File: config.mk
export PLATFORM = sky130hd
export DESIGN_NAME = ssic_dev_flat
export DESIGN_NICKNAME = d
export VERILOG_FILES = /design/src/ssic_pkg.sv /design/src/ssic_if.sv /design/src/ssic_dev.sv /design/src/ssic_edge.sv /design/src/flat_wrapper.sv
export SDC_FILE = /design/constraint.sdc
export NUM_CORES = 1
export LEC_CHECK = 0
export BUFFER_PORTS_ARGS = -buffer_cell sky130_fd_sc_hd__buf_2
export CAP_MARGIN = 20
export CORE_MARGIN = 4
export CORE_UTILIZATION = 30
export DETAILED_ROUTE_END_ITERATION = 10
export PLACE_DENSITY = 0.54
export SYNTH_ARGS = -nofsm -noshare
export SYNTH_HDL_FRONTEND = slang
export SYNTH_SLANG_ARGS = --single-unit
File: constraint.sdc
create_clock -name clock -period 6.6 [get_ports clock]
set_input_delay 0.33 -clock clock [delete_from_list [all_inputs] [get_ports clock]]
set_output_delay 0.33 -clock clock [all_outputs]
set_load 0.1 [all_outputs]
File: src/ssic_pkg.sv
// Shared constants and types for the six-source interrupt control block
package ssic_pkg;
   localparam int NUM_SRC = 6;
   localparam int NUM_DIG = 4;
   localparam int DIG_W = 4;
   localparam int PC_W = 14;
   localparam int SP_W = 10;
   localparam int SEL_W = 3;
   localparam int LVL_LSB = 2;
   localparam int WORD_W = 16;
   localparam int HI_LSB = 8;
   localparam int CA_POS = 15;
   localparam int ST_POS = 14;
   localparam logic [SP_W-1:0] SP_RESET = 10'h3FF;
   localparam logic [SP_W-1:0] SP_STEP = 10'h004;
   localparam logic [PC_W-1:0] RESET_VEC = 14'h0000;
   localparam logic [1:0] IE_DIG = 2'h0;
   localparam logic [1:0] IE_BIT = 2'h0;
   localparam logic [1:0] RSP_DIG = 2'h0;
   localparam logic [1:0] RSP_BIT = 2'h1;
   // Per source in priority order: ext a, ext b, timer a, timer b, timer c, serial
   localparam int SRC_EXT_A = 0;
   localparam int SRC_EXT_B = 1;
   localparam logic [1:0] FLAG_DIG [NUM_SRC] = '{2'h0, 2'h1, 2'h1, 2'h2, 2'h2, 2'h3};
   localparam logic [1:0] FLAG_BIT [NUM_SRC] = '{2'h2, 2'h0, 2'h2, 2'h0, 2'h2, 2'h0};
   localparam logic [1:0] MASK_BIT [NUM_SRC] = '{2'h3, 2'h1, 2'h3, 2'h1, 2'h3, 2'h1};
   localparam logic [PC_W-1:0] SRC_VEC [NUM_SRC] =
      '{14'h0002, 14'h0004, 14'h0006, 14'h0008, 14'h000A, 14'h000C};
   localparam logic [DIG_W-1:0] PORT_MODE_REG_A_RESET = 4'h0;
   localparam int PORT_MODE_REG_A_EXT_A_BIT = 2;
   localparam int PORT_MODE_REG_A_EXT_B_BIT = 3;
   localparam int CLK_NS = 100;
   localparam int EDGE_MIN_NS = 200;
   // Low level must be seen for more than the minimum time
   localparam int EDGE_HOLD_CYC = EDGE_MIN_NS / CLK_NS + 1;
   typedef enum logic [1:0] {ENT_IDLE, ENT_FINISH, ENT_SAVE_HI, ENT_SAVE_LO} ssic_entry_e;
   typedef enum logic [2:0] {
      OP_NOP, OP_SET_BIT, OP_CLR_BIT, OP_WR_PORT_MODE_REG_A, OP_FLAGS, OP_CALL, OP_RTN, OP_RETURN_FROM_IRQ_INSTR
   } ssic_op_e;
endpackage : ssic_pkg

File: src/ssic_if.sv
// Link between the interrupt controller and the CPU sequencer
`timescale 1ns/1ps
interface ssic_if;
   logic bm_valid;
   logic [1:0] bm_digit;
   logic [1:0] bm_bit;
   logic bm_set;
   logic port_mode_reg_a_we;
   logic [ssic_pkg::DIG_W-1:0] port_mode_reg_a_data;
   logic call_req;
   logic [ssic_pkg::PC_W-1:0] call_pc;
   logic ret_req;
   logic ret_return_from_irq_instr;
   logic [ssic_pkg::PC_W-1:0] cur_pc;
   logic cur_ca;
   logic cur_st;
   logic take;
   logic vec_load;
   logic [ssic_pkg::PC_W-1:0] vector;
   logic ret_valid;
   logic [ssic_pkg::PC_W-1:0] ret_pc;
   logic ret_flags;
   logic ret_ca;
   logic ret_st;
   logic [ssic_pkg::NUM_DIG*ssic_pkg::DIG_W-1:0] ctrl_view;
   modport dev (
      input bm_valid, bm_digit, bm_bit, bm_set, port_mode_reg_a_we, port_mode_reg_a_data, call_req, call_pc,
      input ret_req, ret_return_from_irq_instr, cur_pc, cur_ca, cur_st,
      output take, vec_load, vector, ret_valid, ret_pc, ret_flags, ret_ca, ret_st, ctrl_view
   );
   modport cpu (
      output bm_valid, bm_digit, bm_bit, bm_set, port_mode_reg_a_we, port_mode_reg_a_data, call_req, call_pc,
      output ret_req, ret_return_from_irq_instr, cur_pc, cur_ca, cur_st,
      input take, vec_load, vector, ret_valid, ret_pc, ret_flags, ret_ca, ret_st, ctrl_view
   );
endinterface : ssic_if

File: src/ssic_dev.sv
// Interrupt controller end: flags, masks, priority, entry sequence and stack
`timescale 1ns/1ps
module ssic_dev #(
   parameter int STACK_LEVELS = 16, // Nesting depth of the stack area
   parameter int EDGE_HOLD = ssic_pkg::EDGE_HOLD_CYC // Low samples for an external edge
) (
   input wire logic clock, // 10 MHz instruction clock
   input wire logic rstn, // Asynchronous reset, active low
   input wire logic ce, // Clock enable, freezes all state when low
   ssic_if.dev bus, // CPU sequencer side
   input wire logic ext_irq_input_a_n, // External request input A, active low
   input wire logic ext_irq_input_b_n, // External request input B, active low
   input wire logic timer_a_ovf, // Timer A overflow pulse
   input wire logic timer_b_ovf, // Timer B overflow pulse
   input wire logic timer_c_ovf, // Timer C overflow pulse
   input wire logic serial_count_done, // Octal counter wrapped after eight clocks
   input wire logic serial_abort, // Octal counter reset during a transfer
   output logic timer_b_event_clk, // Timer B count pulse from input B
   output logic [ssic_pkg::SP_W-1:0] stack_ptr, // Stack pointer
   output logic irq_pending, // Enabled, unmasked request present
   output logic entry_busy // Entry sequence running
);
   localparam int LVL_W = $clog2(STACK_LEVELS);

   typedef struct packed {
      ssic_pkg::ssic_entry_e state;
      logic ie;
      logic [ssic_pkg::NUM_SRC-1:0] flag;
      logic [ssic_pkg::NUM_SRC-1:0] mask;
      logic [ssic_pkg::DIG_W-1:0] port_mode_reg_a;
      logic [ssic_pkg::SP_W-1:0] sp;
      logic [ssic_pkg::PC_W-1:0] vector;
      logic take;
      logic vec_load;
      logic ret_valid;
      logic [ssic_pkg::PC_W-1:0] ret_pc;
      logic ret_flags;
      logic ret_ca;
      logic ret_st;
      logic [ssic_pkg::NUM_DIG*ssic_pkg::DIG_W-1:0] view;
      logic tb_clk;
      logic pending;
      logic [STACK_LEVELS-1:0][ssic_pkg::WORD_W-1:0] stack;
   } ssic_dev_s;

   ssic_dev_s dev_reg;
   ssic_dev_s dev_next;
   logic [1:0] pin_n;
   logic [1:0] pin_sel;
   logic [1:0] fall;
   logic [ssic_pkg::NUM_SRC-1:0] hw_set;
   logic [ssic_pkg::NUM_SRC-1:0] req;
   logic [ssic_pkg::SEL_W:0] sel;

   // Assembles one control digit from the live bits; unused bits read zero
   function automatic logic [ssic_pkg::DIG_W-1:0] digit_of(
      input logic [1:0] d,
      input logic [ssic_pkg::NUM_SRC-1:0] flag,
      input logic [ssic_pkg::NUM_SRC-1:0] mask,
      input logic ie
   );
      logic [ssic_pkg::DIG_W-1:0] v;
      v = '0;
      for (int s = 0; s < ssic_pkg::NUM_SRC; s++) begin
         if (ssic_pkg::FLAG_DIG[s] == d) begin
            v[ssic_pkg::FLAG_BIT[s]] = flag[s];
            v[ssic_pkg::MASK_BIT[s]] = mask[s];
         end
      end
      if (d == ssic_pkg::IE_DIG) begin
         v[ssic_pkg::IE_BIT] = ie;
      end
      return v;
   endfunction : digit_of

   // Fixed priority: lowest source index wins, result is {found, index}
   function automatic logic [ssic_pkg::SEL_W:0] pick(
      input logic [ssic_pkg::NUM_SRC-1:0] r
   );
      logic [ssic_pkg::SEL_W:0] p;
      p = '0;
      for (int s = ssic_pkg::NUM_SRC - 1; s >= 0; s--) begin
         if (r[s]) begin
            p = {1'b1, ssic_pkg::SEL_W'(s)};
         end
      end
      return p;
   endfunction : pick

   assign pin_n = {ext_irq_input_b_n, ext_irq_input_a_n};
   assign pin_sel = {dev_reg.port_mode_reg_a[ssic_pkg::PORT_MODE_REG_A_EXT_B_BIT], dev_reg.port_mode_reg_a[ssic_pkg::PORT_MODE_REG_A_EXT_A_BIT]};

   // One edge detector per external pin, armed by the port mode register
   for (genvar i = 0; i < 2; i++) begin : g_edge
      ssic_edge #(
         .HOLD(EDGE_HOLD)
      ) u_edge (
         .clock(clock),
         .rstn(rstn),
         .ce(ce),
         .enable(pin_sel[i]),
         .pin_n(pin_n[i]),
         .fall(fall[i])
      );
   end

   // Hardware event sources in priority order
   assign hw_set = {serial_count_done | serial_abort, timer_c_ovf, timer_b_ovf, timer_a_ovf,
                    fall[ssic_pkg::SRC_EXT_B], fall[ssic_pkg::SRC_EXT_A]};
   assign req = dev_reg.flag & ~dev_reg.mask;
   assign sel = pick(req);

   // Next-state logic for the whole controller
   always_comb begin
      logic [ssic_pkg::SP_W-1:0] sp_up;
      logic [ssic_pkg::WORD_W-1:0] word;
      sp_up = dev_reg.sp + ssic_pkg::SP_STEP;
      word = {bus.cur_ca, bus.cur_st, bus.cur_pc};
      dev_next = dev_reg;
      dev_next.take = 1'b0;
      dev_next.vec_load = 1'b0;
      dev_next.ret_valid = 1'b0;
      // Bit manipulation: flags may only be cleared, masks and enable both ways
      if (bus.bm_valid) begin
         for (int s = 0; s < ssic_pkg::NUM_SRC; s++) begin
            if (bus.bm_digit == ssic_pkg::FLAG_DIG[s]) begin
               if (bus.bm_bit == ssic_pkg::FLAG_BIT[s] && !bus.bm_set) begin
                  dev_next.flag[s] = 1'b0;
               end
               if (bus.bm_bit == ssic_pkg::MASK_BIT[s]) begin
                  dev_next.mask[s] = bus.bm_set;
               end
            end
         end
         if (bus.bm_digit == ssic_pkg::IE_DIG && bus.bm_bit == ssic_pkg::IE_BIT) begin
            dev_next.ie = bus.bm_set;
         end
         if (bus.bm_digit == ssic_pkg::RSP_DIG && bus.bm_bit == ssic_pkg::RSP_BIT && !bus.bm_set) begin
            dev_next.sp = ssic_pkg::SP_RESET;
         end
      end
      if (bus.port_mode_reg_a_we) begin
         dev_next.port_mode_reg_a = bus.port_mode_reg_a_data;
      end
      // Applied after the software clear so a coincident event survives
      dev_next.flag = dev_next.flag | hw_set;
      dev_next.tb_clk = fall[ssic_pkg::SRC_EXT_B];
      // Stack traffic from the instruction stream, allowed while idle or finishing
      if (bus.call_req) begin
         dev_next.stack[dev_reg.sp[ssic_pkg::LVL_LSB +: LVL_W]] =
            {bus.cur_ca, bus.cur_st, bus.call_pc};
         dev_next.sp = dev_reg.sp - ssic_pkg::SP_STEP;
      end else if (bus.ret_req) begin
         word = dev_reg.stack[sp_up[ssic_pkg::LVL_LSB +: LVL_W]];
         dev_next.sp = sp_up;
         dev_next.ret_valid = 1'b1;
         dev_next.ret_pc = word[ssic_pkg::PC_W-1:0];
         dev_next.ret_ca = word[ssic_pkg::CA_POS];
         dev_next.ret_st = word[ssic_pkg::ST_POS];
         dev_next.ret_flags = bus.ret_return_from_irq_instr;
         if (bus.ret_return_from_irq_instr) begin
            dev_next.ie = 1'b1;
         end
      end
      case (dev_reg.state)
         ssic_pkg::ENT_IDLE: begin
            if (!bus.call_req && !bus.ret_req && dev_reg.ie && sel[ssic_pkg::SEL_W]) begin
               dev_next.state = ssic_pkg::ENT_FINISH;
               dev_next.take = 1'b1;
               dev_next.vector = ssic_pkg::SRC_VEC[sel[ssic_pkg::SEL_W-1:0]];
            end
         end
         ssic_pkg::ENT_FINISH: begin
            dev_next.state = ssic_pkg::ENT_SAVE_HI;
            dev_next.ie = 1'b0;
         end
         ssic_pkg::ENT_SAVE_HI: begin
            // A return finished in cycle one has not reached the CPU's PC yet
            word = {bus.cur_ca, bus.cur_st, bus.cur_pc};
            if (dev_reg.ret_valid) begin
               word[ssic_pkg::PC_W-1:0] = dev_reg.ret_pc;
               if (dev_reg.ret_flags) begin
                  word[ssic_pkg::CA_POS] = dev_reg.ret_ca;
                  word[ssic_pkg::ST_POS] = dev_reg.ret_st;
               end
            end
            dev_next.stack[dev_reg.sp[ssic_pkg::LVL_LSB +: LVL_W]]
               [ssic_pkg::WORD_W-1:ssic_pkg::HI_LSB] = word[ssic_pkg::WORD_W-1:ssic_pkg::HI_LSB];
            dev_next.state = ssic_pkg::ENT_SAVE_LO;
            dev_next.vec_load = 1'b1;
         end
         ssic_pkg::ENT_SAVE_LO: begin
            dev_next.stack[dev_reg.sp[ssic_pkg::LVL_LSB +: LVL_W]][ssic_pkg::HI_LSB-1:0] =
               bus.cur_pc[ssic_pkg::HI_LSB-1:0];
            dev_next.sp = dev_reg.sp - ssic_pkg::SP_STEP;
            dev_next.state = ssic_pkg::ENT_IDLE;
         end
         default: begin
            dev_next.state = ssic_pkg::ENT_IDLE;
         end
      endcase
      // Flags are never cleared by acceptance, only by software
      for (int d = 0; d < ssic_pkg::NUM_DIG; d++) begin
         dev_next.view[d*ssic_pkg::DIG_W +: ssic_pkg::DIG_W] =
            digit_of(2'(d), dev_next.flag, dev_next.mask, dev_next.ie);
      end
      dev_next.pending = dev_next.ie && ((dev_next.flag & ~dev_next.mask) != '0);
   end

   // Reset values: enable and flags low, every mask high
   always_ff @(posedge clock or negedge rstn) begin
      if (!rstn) begin
         dev_reg <= '0;
         dev_reg.mask <= '1;
         dev_reg.view <= {ssic_pkg::NUM_DIG{4'hA}};
         dev_reg.sp <= ssic_pkg::SP_RESET;
         dev_reg.port_mode_reg_a <= ssic_pkg::PORT_MODE_REG_A_RESET;
         dev_reg.vector <= ssic_pkg::RESET_VEC;
      end else if (ce) begin
         dev_reg <= dev_next;
      end
   end

   assign bus.take = dev_reg.take;
   assign bus.vec_load = dev_reg.vec_load;
   assign bus.vector = dev_reg.vector;
   assign bus.ret_valid = dev_reg.ret_valid;
   assign bus.ret_pc = dev_reg.ret_pc;
   assign bus.ret_flags = dev_reg.ret_flags;
   assign bus.ret_ca = dev_reg.ret_ca;
   assign bus.ret_st = dev_reg.ret_st;
   assign bus.ctrl_view = dev_reg.view;
   assign timer_b_event_clk = dev_reg.tb_clk;
   assign stack_ptr = dev_reg.sp;
   assign irq_pending = dev_reg.pending;
   assign entry_busy = (dev_reg.state != ssic_pkg::ENT_IDLE);
endmodule : ssic_dev

File: src/ssic_edge.sv
// Falling-edge detector with a minimum low time for an external request pin
`timescale 1ns/1ps
module ssic_edge #(
   parameter int HOLD = ssic_pkg::EDGE_HOLD_CYC // Low samples needed after a high one
) (
   input wire logic clock, // Instruction clock
   input wire logic rstn, // Asynchronous reset, active low
   input wire logic ce, // Clock enable
   input wire logic enable, // Pin selected as interrupt input
   input wire logic pin_n, // Pin level, active low
   output logic fall // One-cycle pulse per accepted edge
);
   typedef struct packed {
      logic [HOLD:0] hist;
      logic fall;
   } ssic_edge_s;

   ssic_edge_s edge_reg;
   ssic_edge_s edge_next;

   // Short glitches never make the pattern, so noise cannot set a flag
   always_comb begin
      edge_next = edge_reg;
      edge_next.hist = {edge_reg.hist[HOLD-1:0], pin_n};
      edge_next.fall = enable && edge_reg.hist[HOLD] && (edge_reg.hist[HOLD-1:0] == '0);
   end

   // Idle pin level is high
   always_ff @(posedge clock or negedge rstn) begin
      if (!rstn) begin
         edge_reg.hist <= '1;
         edge_reg.fall <= 1'b0;
      end else if (ce) begin
         edge_reg <= edge_next;
      end
   end

   assign fall = edge_reg.fall;
endmodule : ssic_edge

File: src/flat_wrapper.sv
// flat-port wrapper written by rule: the top's interface ports become plain ports
module ssic_dev_flat 
#(
   parameter int STACK_LEVELS = 16,                                   
   parameter int EDGE_HOLD = ssic_pkg::EDGE_HOLD_CYC                                    
)
  (clock, rstn, ce, ext_irq_input_a_n, ext_irq_input_b_n, timer_a_ovf, timer_b_ovf, timer_c_ovf, serial_count_done, serial_abort, timer_b_event_clk, stack_ptr, irq_pending, entry_busy, bus_bm_valid, bus_bm_digit, bus_bm_bit, bus_bm_set, bus_port_mode_reg_a_we, bus_port_mode_reg_a_data, bus_call_req, bus_call_pc, bus_ret_req, bus_ret_return_from_irq_instr, bus_cur_pc, bus_cur_ca, bus_cur_st, bus_take, bus_vec_load, bus_vector, bus_ret_valid, bus_ret_pc, bus_ret_flags, bus_ret_ca, bus_ret_st, bus_ctrl_view);
  ssic_if bus_i ();
  input wire logic clock;
  input wire logic rstn;
  input wire logic ce;
  input wire logic ext_irq_input_a_n;
  input wire logic ext_irq_input_b_n;
  input wire logic timer_a_ovf;
  input wire logic timer_b_ovf;
  input wire logic timer_c_ovf;
  input wire logic serial_count_done;
  input wire logic serial_abort;
  output logic timer_b_event_clk;
  output logic [ssic_pkg::SP_W-1:0] stack_ptr;
  output logic irq_pending;
  output logic entry_busy;
  input wire logic [$bits(bus_i.bm_valid)-1:0] bus_bm_valid;
  input wire logic [$bits(bus_i.bm_digit)-1:0] bus_bm_digit;
  input wire logic [$bits(bus_i.bm_bit)-1:0] bus_bm_bit;
  input wire logic [$bits(bus_i.bm_set)-1:0] bus_bm_set;
  input wire logic [$bits(bus_i.port_mode_reg_a_we)-1:0] bus_port_mode_reg_a_we;
  input wire logic [$bits(bus_i.port_mode_reg_a_data)-1:0] bus_port_mode_reg_a_data;
  input wire logic [$bits(bus_i.call_req)-1:0] bus_call_req;
  input wire logic [$bits(bus_i.call_pc)-1:0] bus_call_pc;
  input wire logic [$bits(bus_i.ret_req)-1:0] bus_ret_req;
  input wire logic [$bits(bus_i.ret_return_from_irq_instr)-1:0] bus_ret_return_from_irq_instr;
  input wire logic [$bits(bus_i.cur_pc)-1:0] bus_cur_pc;
  input wire logic [$bits(bus_i.cur_ca)-1:0] bus_cur_ca;
  input wire logic [$bits(bus_i.cur_st)-1:0] bus_cur_st;
  output wire logic [$bits(bus_i.take)-1:0] bus_take;
  output wire logic [$bits(bus_i.vec_load)-1:0] bus_vec_load;
  output wire logic [$bits(bus_i.vector)-1:0] bus_vector;
  output wire logic [$bits(bus_i.ret_valid)-1:0] bus_ret_valid;
  output wire logic [$bits(bus_i.ret_pc)-1:0] bus_ret_pc;
  output wire logic [$bits(bus_i.ret_flags)-1:0] bus_ret_flags;
  output wire logic [$bits(bus_i.ret_ca)-1:0] bus_ret_ca;
  output wire logic [$bits(bus_i.ret_st)-1:0] bus_ret_st;
  output wire logic [$bits(bus_i.ctrl_view)-1:0] bus_ctrl_view;
  assign bus_i.bm_valid = bus_bm_valid;
  assign bus_i.bm_digit = bus_bm_digit;
  assign bus_i.bm_bit = bus_bm_bit;
  assign bus_i.bm_set = bus_bm_set;
  assign bus_i.port_mode_reg_a_we = bus_port_mode_reg_a_we;
  assign bus_i.port_mode_reg_a_data = bus_port_mode_reg_a_data;
  assign bus_i.call_req = bus_call_req;
  assign bus_i.call_pc = bus_call_pc;
  assign bus_i.ret_req = bus_ret_req;
  assign bus_i.ret_return_from_irq_instr = bus_ret_return_from_irq_instr;
  assign bus_i.cur_pc = bus_cur_pc;
  assign bus_i.cur_ca = bus_cur_ca;
  assign bus_i.cur_st = bus_cur_st;
  assign bus_take = bus_i.take;
  assign bus_vec_load = bus_i.vec_load;
  assign bus_vector = bus_i.vector;
  assign bus_ret_valid = bus_i.ret_valid;
  assign bus_ret_pc = bus_i.ret_pc;
  assign bus_ret_flags = bus_i.ret_flags;
  assign bus_ret_ca = bus_i.ret_ca;
  assign bus_ret_st = bus_i.ret_st;
  assign bus_ctrl_view = bus_i.ctrl_view;
  ssic_dev #(.STACK_LEVELS(STACK_LEVELS), .EDGE_HOLD(EDGE_HOLD)) u_core (.clock(clock), .rstn(rstn), .ce(ce), .bus(bus_i), .ext_irq_input_a_n(ext_irq_input_a_n), .ext_irq_input_b_n(ext_irq_input_b_n), .timer_a_ovf(timer_a_ovf), .timer_b_ovf(timer_b_ovf), .timer_c_ovf(timer_c_ovf), .serial_count_done(serial_count_done), .serial_abort(serial_abort), .timer_b_event_clk(timer_b_event_clk), .stack_ptr(stack_ptr), .irq_pending(irq_pending), .entry_busy(entry_busy));
endmodule
Word level (Yosys, flattened, before mapping)
Memory sizes are Yosys's and may differ from the RTL's. A register that Yosys moved wholly into a read port is not among the register bits.
Index checks and enable logic that the tools add are counted.

storage, ports and cells
  register bits after elaboration = 332
  ROM bits = 112
  output and inout bits = 63
  memories = 1

memory list
  memory            words  width  rd ports  clocked after Yosys merged registers in  wr ports  RTL line         RTL
  (name not given)  8      14     1         1                                        0         ssic_dev.sv:170  dev_next.vector = ssic_pkg::SRC_VEC[sel[ssic_pkg::SEL_W-1:0]];

cells by class
  add/sub/neg operators = 2
  magnitude comparators = 3
  equal/unequal tests = 10
  mux-type cells = 64
  bitwise gates (word level) = 8
  reduce and logical (&&, ||, !) cells = 32

operators with widths
  kind                     number
  $bwmux W256              3
  $pmux W256 S2            1
  $mux W256                1
  $demux W16 S4            3
  $mux W16                 5
  $bmux W16 S4             1
  $mux W10                 5
  $mux W18                 2
  $mux W1                  32
  $mux W4                  6
  $logic_and A1 B1 Y1      14
  $mux W13                 1
  $and A6 B6 Y6            2
  $eq A2 B2 Y1 const B     6
  $not A6 Y6               2
  $add A10 B3 Y10 const B  1
  $lt A4 B5 Y1 const B     2
  $sub A10 B3 Y10 const B  1
  $reduce_and A3 Y1        3
  $mux W8                  1
  $pmux W2 S4              1
  $reduce_bool A4 Y1       2
  $eq A2 B1 Y1 const B     3
  $logic_not A2 Y1         3
  other kinds (12)         18

Logic depth before layout (Yosys ltp)
Gate-level depths: netlist of the first run.

  depth in word-level cells = 11
  gate-level depth with buffers = 10
  gate-level depth less buffers = 8

Cells and area by module
A second synthesis of the first run with hierarchy kept.

second synthesis, totals
  cell total of the unflattened synthesis = 1,349
  area, all modules = 15,078.2 um^2

modules (own cells, without submodules)
  module     times used  cells an instance  area each (um^2)
  ssic_dev   1           1,323              14,680.3
  ssic_edge  2           13                 198.9

Worst setup path after synthesis of the first run
No wires, ideal clock.

  path kind = register to register
  from = register u_core.dev_reg (netlist bit u_core.stack_ptr[2])
  to = register u_core.dev_reg (netlist bit u_core.bus.ret_ca)
  data arrival time = 3.158 ns
  data required time = 6.474 ns
  setup slack = 3.316 ns
  cell stages (with the launch flop) = 11
  path buffers = 5
  period minus slack after synthesis = 3.284 ns
  cell sequence = dfstp_2 > buf_6 > buf_2 > clkbuf_8 > inv_1 > ha_1 > buf_2 > clkbuf_1 > mux4_2 > mux4_2 > mux2_2

between the ends
  word-level cells in the longest chain between the ends = 3

ends and longest elaborated chain
  element                         RTL line         RTL
  start: declaration              ssic_dev.sv:46   ssic_dev_s dev_reg;
  start signal: assignment        ssic_dev.sv:220  dev_reg <= dev_next;
  $add A10 B3 Y10                 ssic_dev.sv:117  sp_up = dev_reg.sp + ssic_pkg::SP_STEP;
  $bmux W16 S4                    ssic_dev.sv:154  word = dev_reg.stack[sp_up[ssic_pkg::LVL_LSB +: LVL_W]];
  $mux W16 (implied by the code)  ssic_dev.sv:154

Every way passes these cells. The select of a mux whose other input is x is not followed.
A chain may end at the register's enable or synchronous reset.

Final worst setup path of the first run
  from = register u_core.dev_reg (netlist bit u_core.stack_ptr[2])
  to = register u_core.dev_reg (netlist bit u_core.bus.ret_pc[1])

The elaborated chain is that of the path after synthesis.

==> results.py, run 1 <==
metrics = {
    "run_status": {
        "outcome": "completed",
    },
    "logic_synthesis": {
        "synthTopCellsByArea": "dfrtp_1 49%, mux4_2 12%, o21ai_0 8.0%",
        "synth_area_leader_cell": "dfrtp_1",
        "yosysSeqAreaShare_pct": 52.9,
        "syn_avg_cell_area_um2": 11.2,
        "async_reset_ff_share_pct": 100,
        "synth_area_um2": 15100,
        "ys.flop_type": "dfrtp_1",
        "synth-edff-count": 0,
        "yosys_warnings": 0,
        "synthCells": 1352,
        "synth_cell_types": 64,
        "synth_largest_type_area_fraction_pct": 48.7,
        "synth_seq_cells": 318,
    },
    "power": {
        "vdd_drop_max_mv": 0.275,
        "total_leakage_power_uw": 0.00750,
        "power.total_uw": 9160,
        "power-per-cell-area_nw_per_um2": 534,
    },
    "global_routing": {
        "grt_pass1_wl_um": 69300,
        "grt_start_max_net_pins": 185,
        "grt_pass1_vias": 11000,
        "track_usage_pct": 16.8,
        "antenna_found_initial": 3,
        "grt_overflow_total": 0,
    },
    "detailed_routing": {
        "postRouteAntennaNets": 0,
        "wl_per_cell_um": 21.5,
        "finalWirelength_um": 44900,
        "vias_per_cell": 5.21,
        "post-route-drc-count": 0,
        "vias": 10800,
        "drt_iter0_markers": 732,
        "dr.pass1.iters": 5,
    },
    "floorplanning": {
        "die_w_um": 232,
        "coreArea_um2": 49400,
        "die_height_um": 232,
        "rows": 81,
        "dieArea_um2": 54000,
        "io_pins": 117,
        "start_util_pct": 30.6,
    },
    "sta": {
        "hold_violations": 0,
        "fin_skew_ps": 21.5,
        "rsz0062_at_grt": "no",
        "drv_slew": 0,
        "fin_setup_tns_ps": 0,
        "max_freq_ghz": 0.262,
        "tightest_slew_ps": 1260,
        "setup_viol": 0,
        "finalCritPeriodShare_pct": 57.7,
        "worst_slack_ps": 2790,
        "timing.slew.headroom_pct": 16.2,
        "layout_min_cycle_time_ps": 3810,
    },
    "worst_setup_path": {
        "cp-start-kind": "register",
        "cpPeakStageDelay_ps": 920,
        "path_cells": "inv_1 -> ha_4 -> buf_4 -> mux4_2 -> mux4_2 -> mux2_2",
        "crit_top_cell": "mux4_2",
        "worst-path-buf-inv": 2,
        "path_max_fanout": 35,
        "cp.depth": 6,
        "required_ps": 7020,
        "worst-setup-path-type": "reg2reg",
        "path_delay_family": "multiplexers",
        "r2r-end": "u_core.bus.ret_pc[1]$_DFFE_PN0P_",
        "end_kind": "register",
        "crit_arrival_ps": 4240,
        "crit_slowest_cell": "dfstp_4",
        "worst_r2r_path_depth": 6,
        "r2r_start": "u_core.stack_ptr[2]$_DFFE_PN1P_",
        "reg2reg_slack_ps": 2790,
    },
    "layout": {
        "final_cell_mix": "294 x nand2_1, 294 x dfrtp_1, 243 x o21ai_0",
        "multi_input_area_um2": 6320,
        "drive_gt1_share_pct": 23.9,
        "seqCellArea_um2": 7990,
        "nets": 1453,
        "largest_reg_flops": 270,
        "fillCellCount": 4978,
        "synthToLayoutAreaGrowth_pct": 13.4,
    },
    "worst_hold_path": {
        "min_path_cells": 2,
        "worstHoldEndpoint": "u_core.g_edge[1].u_edge.edge_next[2]$_DFFE_PN1P_",
        "hold_start": "ext_irq_input_b_n",
        "hp-class": "in2reg",
    },
    "run": {
        "drv_cap": 0,
    },
    "clock_network": {
        "cts_root_buf": "clkbuf_16",
        "clock_sinks": 318,
        "cts_buffer_depth": 3,
        "clk_pin_slew_ps": 50,
        "postCtsSetupRepairBufs": 0,
        "cts_tree": "yes",
        "cts_hold_buf": 5,
        "clkLatencyLatePin_ps": 550,
        "htree_levels": 2,
        "cts_buffers": 37,
        "cts_resized": 0,
    },
    "placed_design": {
        "io_buffers": 102,
        "gp_congestion": 0.822,
        "place_ws_ps": 2700,
        "hpwl_um": 28600,
    },
}
-- cells in the mapped netlist, types with 3 or more instances --
cell type,count
a211oi_1,3
a21boi_0,4
a21o_1,3
a21oi_1,11
a22o_1,26
a22oi_1,16
a31oi_1,3
a32o_1,12
buf_2,8
buf_4,55
buf_6,3
clkbuf_1,59
clkbuf_8,7
dfrtp_1,294
dfstp_2,24
ha_1,9
inv_1,16
mux2_2,48
mux2i_1,3
mux4_2,80
nand2_1,294
nand2b_1,6
nand3_1,12
nand4_1,7
nor2_1,25
nor2b_1,11
nor3_1,8
nor3b_1,4
nor4_1,3
o211a_1,4
o211ai_1,3
o21a_1,3
o21ai_0,243
o22ai_1,3
or3_1,3
-- layout make-up --
cell class                 count  area share (%)
antenna                        1          0.0146
clock buffer                  61            6.69
clock inverter                 5           0.526
inverter                      17           0.372
multi-input combinational    894            36.9
sequential                   318            46.6
tap                          664            4.85
timing repair buffer         122            4.06
-- worst register-to-register path, cell delays in order, from the launching register on --
cell,delay (ps)
dfstp_4,920
inv_1,180
ha_4,690
buf_4,580
mux4_2,590
mux4_2,460
mux2_2,270
-- report_power, final --
part / total (uW) / switching [uW] / internal, uW
Combinational: 3780 / 2340 / 1440
Clock: 2080 / 818 / 1260
Sequential: 3290 / 512 / 2780
Total: 9160 / 3670 / 5490
-- how the worst max path moves through the flow --
| stage | startpoint | endpoint |
|---|---|---|
| global placement | u_core.stack_ptr[2]$_DFFE_PN1P_ | u_core.bus.ret_pc[3]$_DFFE_PN0P_ |
| floorplan | u_core.stack_ptr[2]$_DFFE_PN1P_ | u_core.bus.ret_ca$_DFFE_PN0P_ |
| finish | u_core.stack_ptr[2]$_DFFE_PN1P_ | u_core.bus.ret_pc[1]$_DFFE_PN0P_ |
| global route | u_core.stack_ptr[2]$_DFFE_PN1P_ | u_core.bus.ret_st$_DFFE_PN0P_ |
| CTS | u_core.stack_ptr[2]$_DFFE_PN1P_ | u_core.bus.ret_pc[1]$_DFFE_PN0P_ |
| detailed placement | u_core.stack_ptr[2]$_DFFE_PN1P_ | u_core.bus.ret_pc[1]$_DFFE_PN0P_ |
-- per-stage QoR --
step	cell area, um2	util [%]	hold slack [ps]	cells
floorplan	15200	-	34.4	1363
global placement	15900	32.1	365	2010
detailed placement	15900	32.1	364	2010
CTS	17100	34.7	0.512	2081
global route	17100	34.7	6.79	2081
finish	17100	34.7	26.3	2082
-- cells by family after synthesis --
logic type | after synthesis | synth area share, %
simple gates | 394 | 11.2
compound gates | 346 | 13.6
flops | 318 | 52.9
buf+inv | 151 | 5.85
mux | 131 | 15.7
fa+ha+maj | 9 | 0.745
xor+xnor | 2 | 0.116
other cells | 1 | 0.0248
-- per-layer routing --
| metal | global-route usage (%) | wire length, um | vias up |
|---|---|---|---|
| li1 | - | - | 4845 |
| met1 | 23.0 | 19300 | 5565 |
| met2 | 26.2 | 20700 | 357 |
| met3 | 4.85 | 3680 | 66 |
| met4 | 4.46 | 1130 | 4 |
| met5 | 0 | 27 | - |
Power figures use the tool's default switching activity.
==> inputs of run 2 (changes only) <==
--- a/config.mk
+++ b/config.mk
@@ -10,7 +10,7 @@
 export CORE_MARGIN = 4
 export CORE_UTILIZATION = 30
 export DETAILED_ROUTE_END_ITERATION = 10
-export PLACE_DENSITY = 0.54
+export PLACE_DENSITY = 0.55
 export SYNTH_ARGS = -nofsm -noshare
 export SYNTH_HDL_FRONTEND = slang
 export SYNTH_SLANG_ARGS = --single-unit
==> constraint.sdc (replaced) <==
create_clock -name clock -period 3.3 [get_ports clock]
set_input_delay 0.165 -clock clock [delete_from_list [all_inputs] [get_ports clock]]
set_output_delay 0.165 -clock clock [all_outputs]
set_load 0.1 [all_outputs]
==> results.py, run 2 (synthesis gave the netlist of run 1 again) <==
metrics = {
    "floorplanning": {
        "dieArea_um2": 54000,
        "start_util_pct": 30.6,
        "io_pins": 117,
        "die_height_um": 232,
        "die_w_um": 232,
        "rows": 81,
        "coreArea_um2": 49400,
    },
    "clock_network": {
        "cts_root_buf": "clkbuf_16",
        "cts_buffers": 36,
        "htree_levels": 2,
        "postCtsSetupRepairBufs": 0,
        "clock_sinks": 318,
        "cts_buffer_depth": 3,
        "clkLatencyLatePin_ps": 540,
        "cts_tree": "yes",
        "clk_pin_slew_ps": 60,
    },
    "worst_setup_path": {
        "r2r_start": "u_core.stack_ptr[2]$_DFFE_PN1P_",
        "end_kind": "register",
        "cp-start-kind": "register",
        "worst_r2r_path_depth": 7,
        "path_max_fanout": 23,
        "required_ps": 3710,
        "crit_arrival_ps": 3270,
        "r2r-end": "u_core.bus.ret_pc[8]$_DFFE_PN0P_",
        "worst-setup-path-type": "reg2reg",
        "reg2reg_slack_ps": 440,
    },
    "sta": {
        "max_freq_ghz": 0.349,
        "rsz0062_at_grt": "no",
        "tightest_slew_ps": 1150,
        "fin_skew_ps": 20.6,
        "finalCritPeriodShare_pct": 86.7,
        "fin_setup_tns_ps": 0,
        "layout_min_cycle_time_ps": 2860,
        "timing.hold.ws_ps": 62.2,
        "setup_viol": 0,
        "timing.slew.headroom_pct": 23.1,
        "drv_slew": 0,
        "hold_violations": 0,
    },
    "global_routing": {
        "grt_overflow_total": 0,
        "antenna_found_initial": 2,
        "track_usage_pct": 16.9,
        "grt_pass1_vias": 11400,
        "grt_pass1_wl_um": 69800,
        "grt_start_max_net_pins": 90,
    },
    "detailed_routing": {
        "vias_per_cell": 5.20,
        "dr.pass1.iters": 5,
        "drt_iter0_markers": 1104,
        "wl_per_cell_um": 21.5,
        "finalWirelength_um": 45800,
        "postRouteAntennaNets": 0,
        "vias": 11100,
        "post-route-drc-count": 0,
    },
    "layout": {
        "fin_cells": 2126,
        "drive_gt1_share_pct": 25.9,
        "nets": 1495,
        "synthToLayoutAreaGrowth_pct": 16.7,
        "final_cell_mix": "294 x nand2_1, 294 x dfrtp_1, 243 x o21ai_0",
        "largest_reg_flops": 270,
    },
    "worst_hold_path": {
        "worstHoldEndpoint": "u_core.stack_ptr[0]$_DFFE_PN1P_",
        "hold_start": "bus_bm_set",
        "hp-class": "in2reg",
        "min_path_cells": 2,
    },
    "run_status": {
        "outcome": "completed",
    },
    "placed_design": {
        "hpwl_um": 30000,
        "dp_cells": 2043,
        "io_buffers": 102,
        "gp_congestion": 0.829,
    },
    "power": {
        "total_leakage_power_uw": 0.00775,
        "vdd_drop_max_mv": 0.534,
        "power-per-cell-area_nw_per_um2": 1070,
    },
    "run": {
        "drv_cap": 0,
    },
}
==> run 2: where the power goes <==
| part | leakage (uW) | switching (uW) | total (uW) | internal, uW |
|---|---|---|---|---|
| combinational | 0.00308 | 4720 | 7800 | 3080 |
| clock | 0.000648 | 1690 | 4580 | 2890 |
| sequential | 0.00403 | 1000 | 6560 | 5560 |
==> run 2: through the flow <==
step                instance area, um2  setup WS [ps]  power, uW  utilization [%]
CTS                              17600            359      19100             35.7
global placement                 16100            420      14200             32.7
detailed placement               16100            358      14400             32.7
finish                           17600            438      18900             35.7
global route                     17600            272      20000             35.7
floorplan                        15200           16.1      12400                -
==> run 2: worst max path at each step <==
stage	depth (start not counted)	to	start
after global routing	5	u_core.dev_reg[245]$_DFFE_PN0P_	u_core.stack_ptr[2]$_DFFE_PN1P_
after detailed placement	5	u_core.dev_reg[250]$_DFFE_PN0P_	u_core.stack_ptr[2]$_DFFE_PN1P_
after floorplan	10	u_core.bus.ret_ca$_DFFE_PN0P_	u_core.stack_ptr[2]$_DFFE_PN1P_
after CTS	5	u_core.dev_reg[240]$_DFFE_PN0P_	u_core.stack_ptr[2]$_DFFE_PN1P_
final	7	u_core.bus.ret_pc[8]$_DFFE_PN0P_	u_core.stack_ptr[2]$_DFFE_PN1P_
after global placement	5	u_core.dev_reg[250]$_DFFE_PN0P_	u_core.stack_ptr[2]$_DFFE_PN1P_
==> run 2: per-layer routing <==
layer  track usage, %  vias up  part of all wire [%]  wire length (um)
li1                 -     4934                     -                 -
met1             23.1     5651                    43             19800
met2             26.4      401                    46             21000
met3             4.97       77                   8.5              3870
met4             4.60        2                   2.4              1110
met5                0        -                 0.024                11
==> run 2: timing repair <==
item                                    4_1_cts  5_1_grt
endpoints found under the setup margin        0        0
hold buffers                                 14        0
gates resized for setup                       0        0
endpoints found under the hold margin        91        0
==> run 2: area by class of cell <==
cell class	instances	area [um2]
multi-input combinational	894	6310
inverter	17	63.8
tap	664	831
sequential	318	7990
clock buffer	46	968
clock inverter	20	390
antenna	2	5.00
timing repair buffer	165	1080
fill	4882	31700
==> run 2: critical path, cell delays in order, from the launching register on <==
cell and delay (ps):
dfstp_4 670, inv_1 110, ha_4 450, buf_12 240
buf_4 190, mux4_2 320, mux4_2 480, mux2_2 270
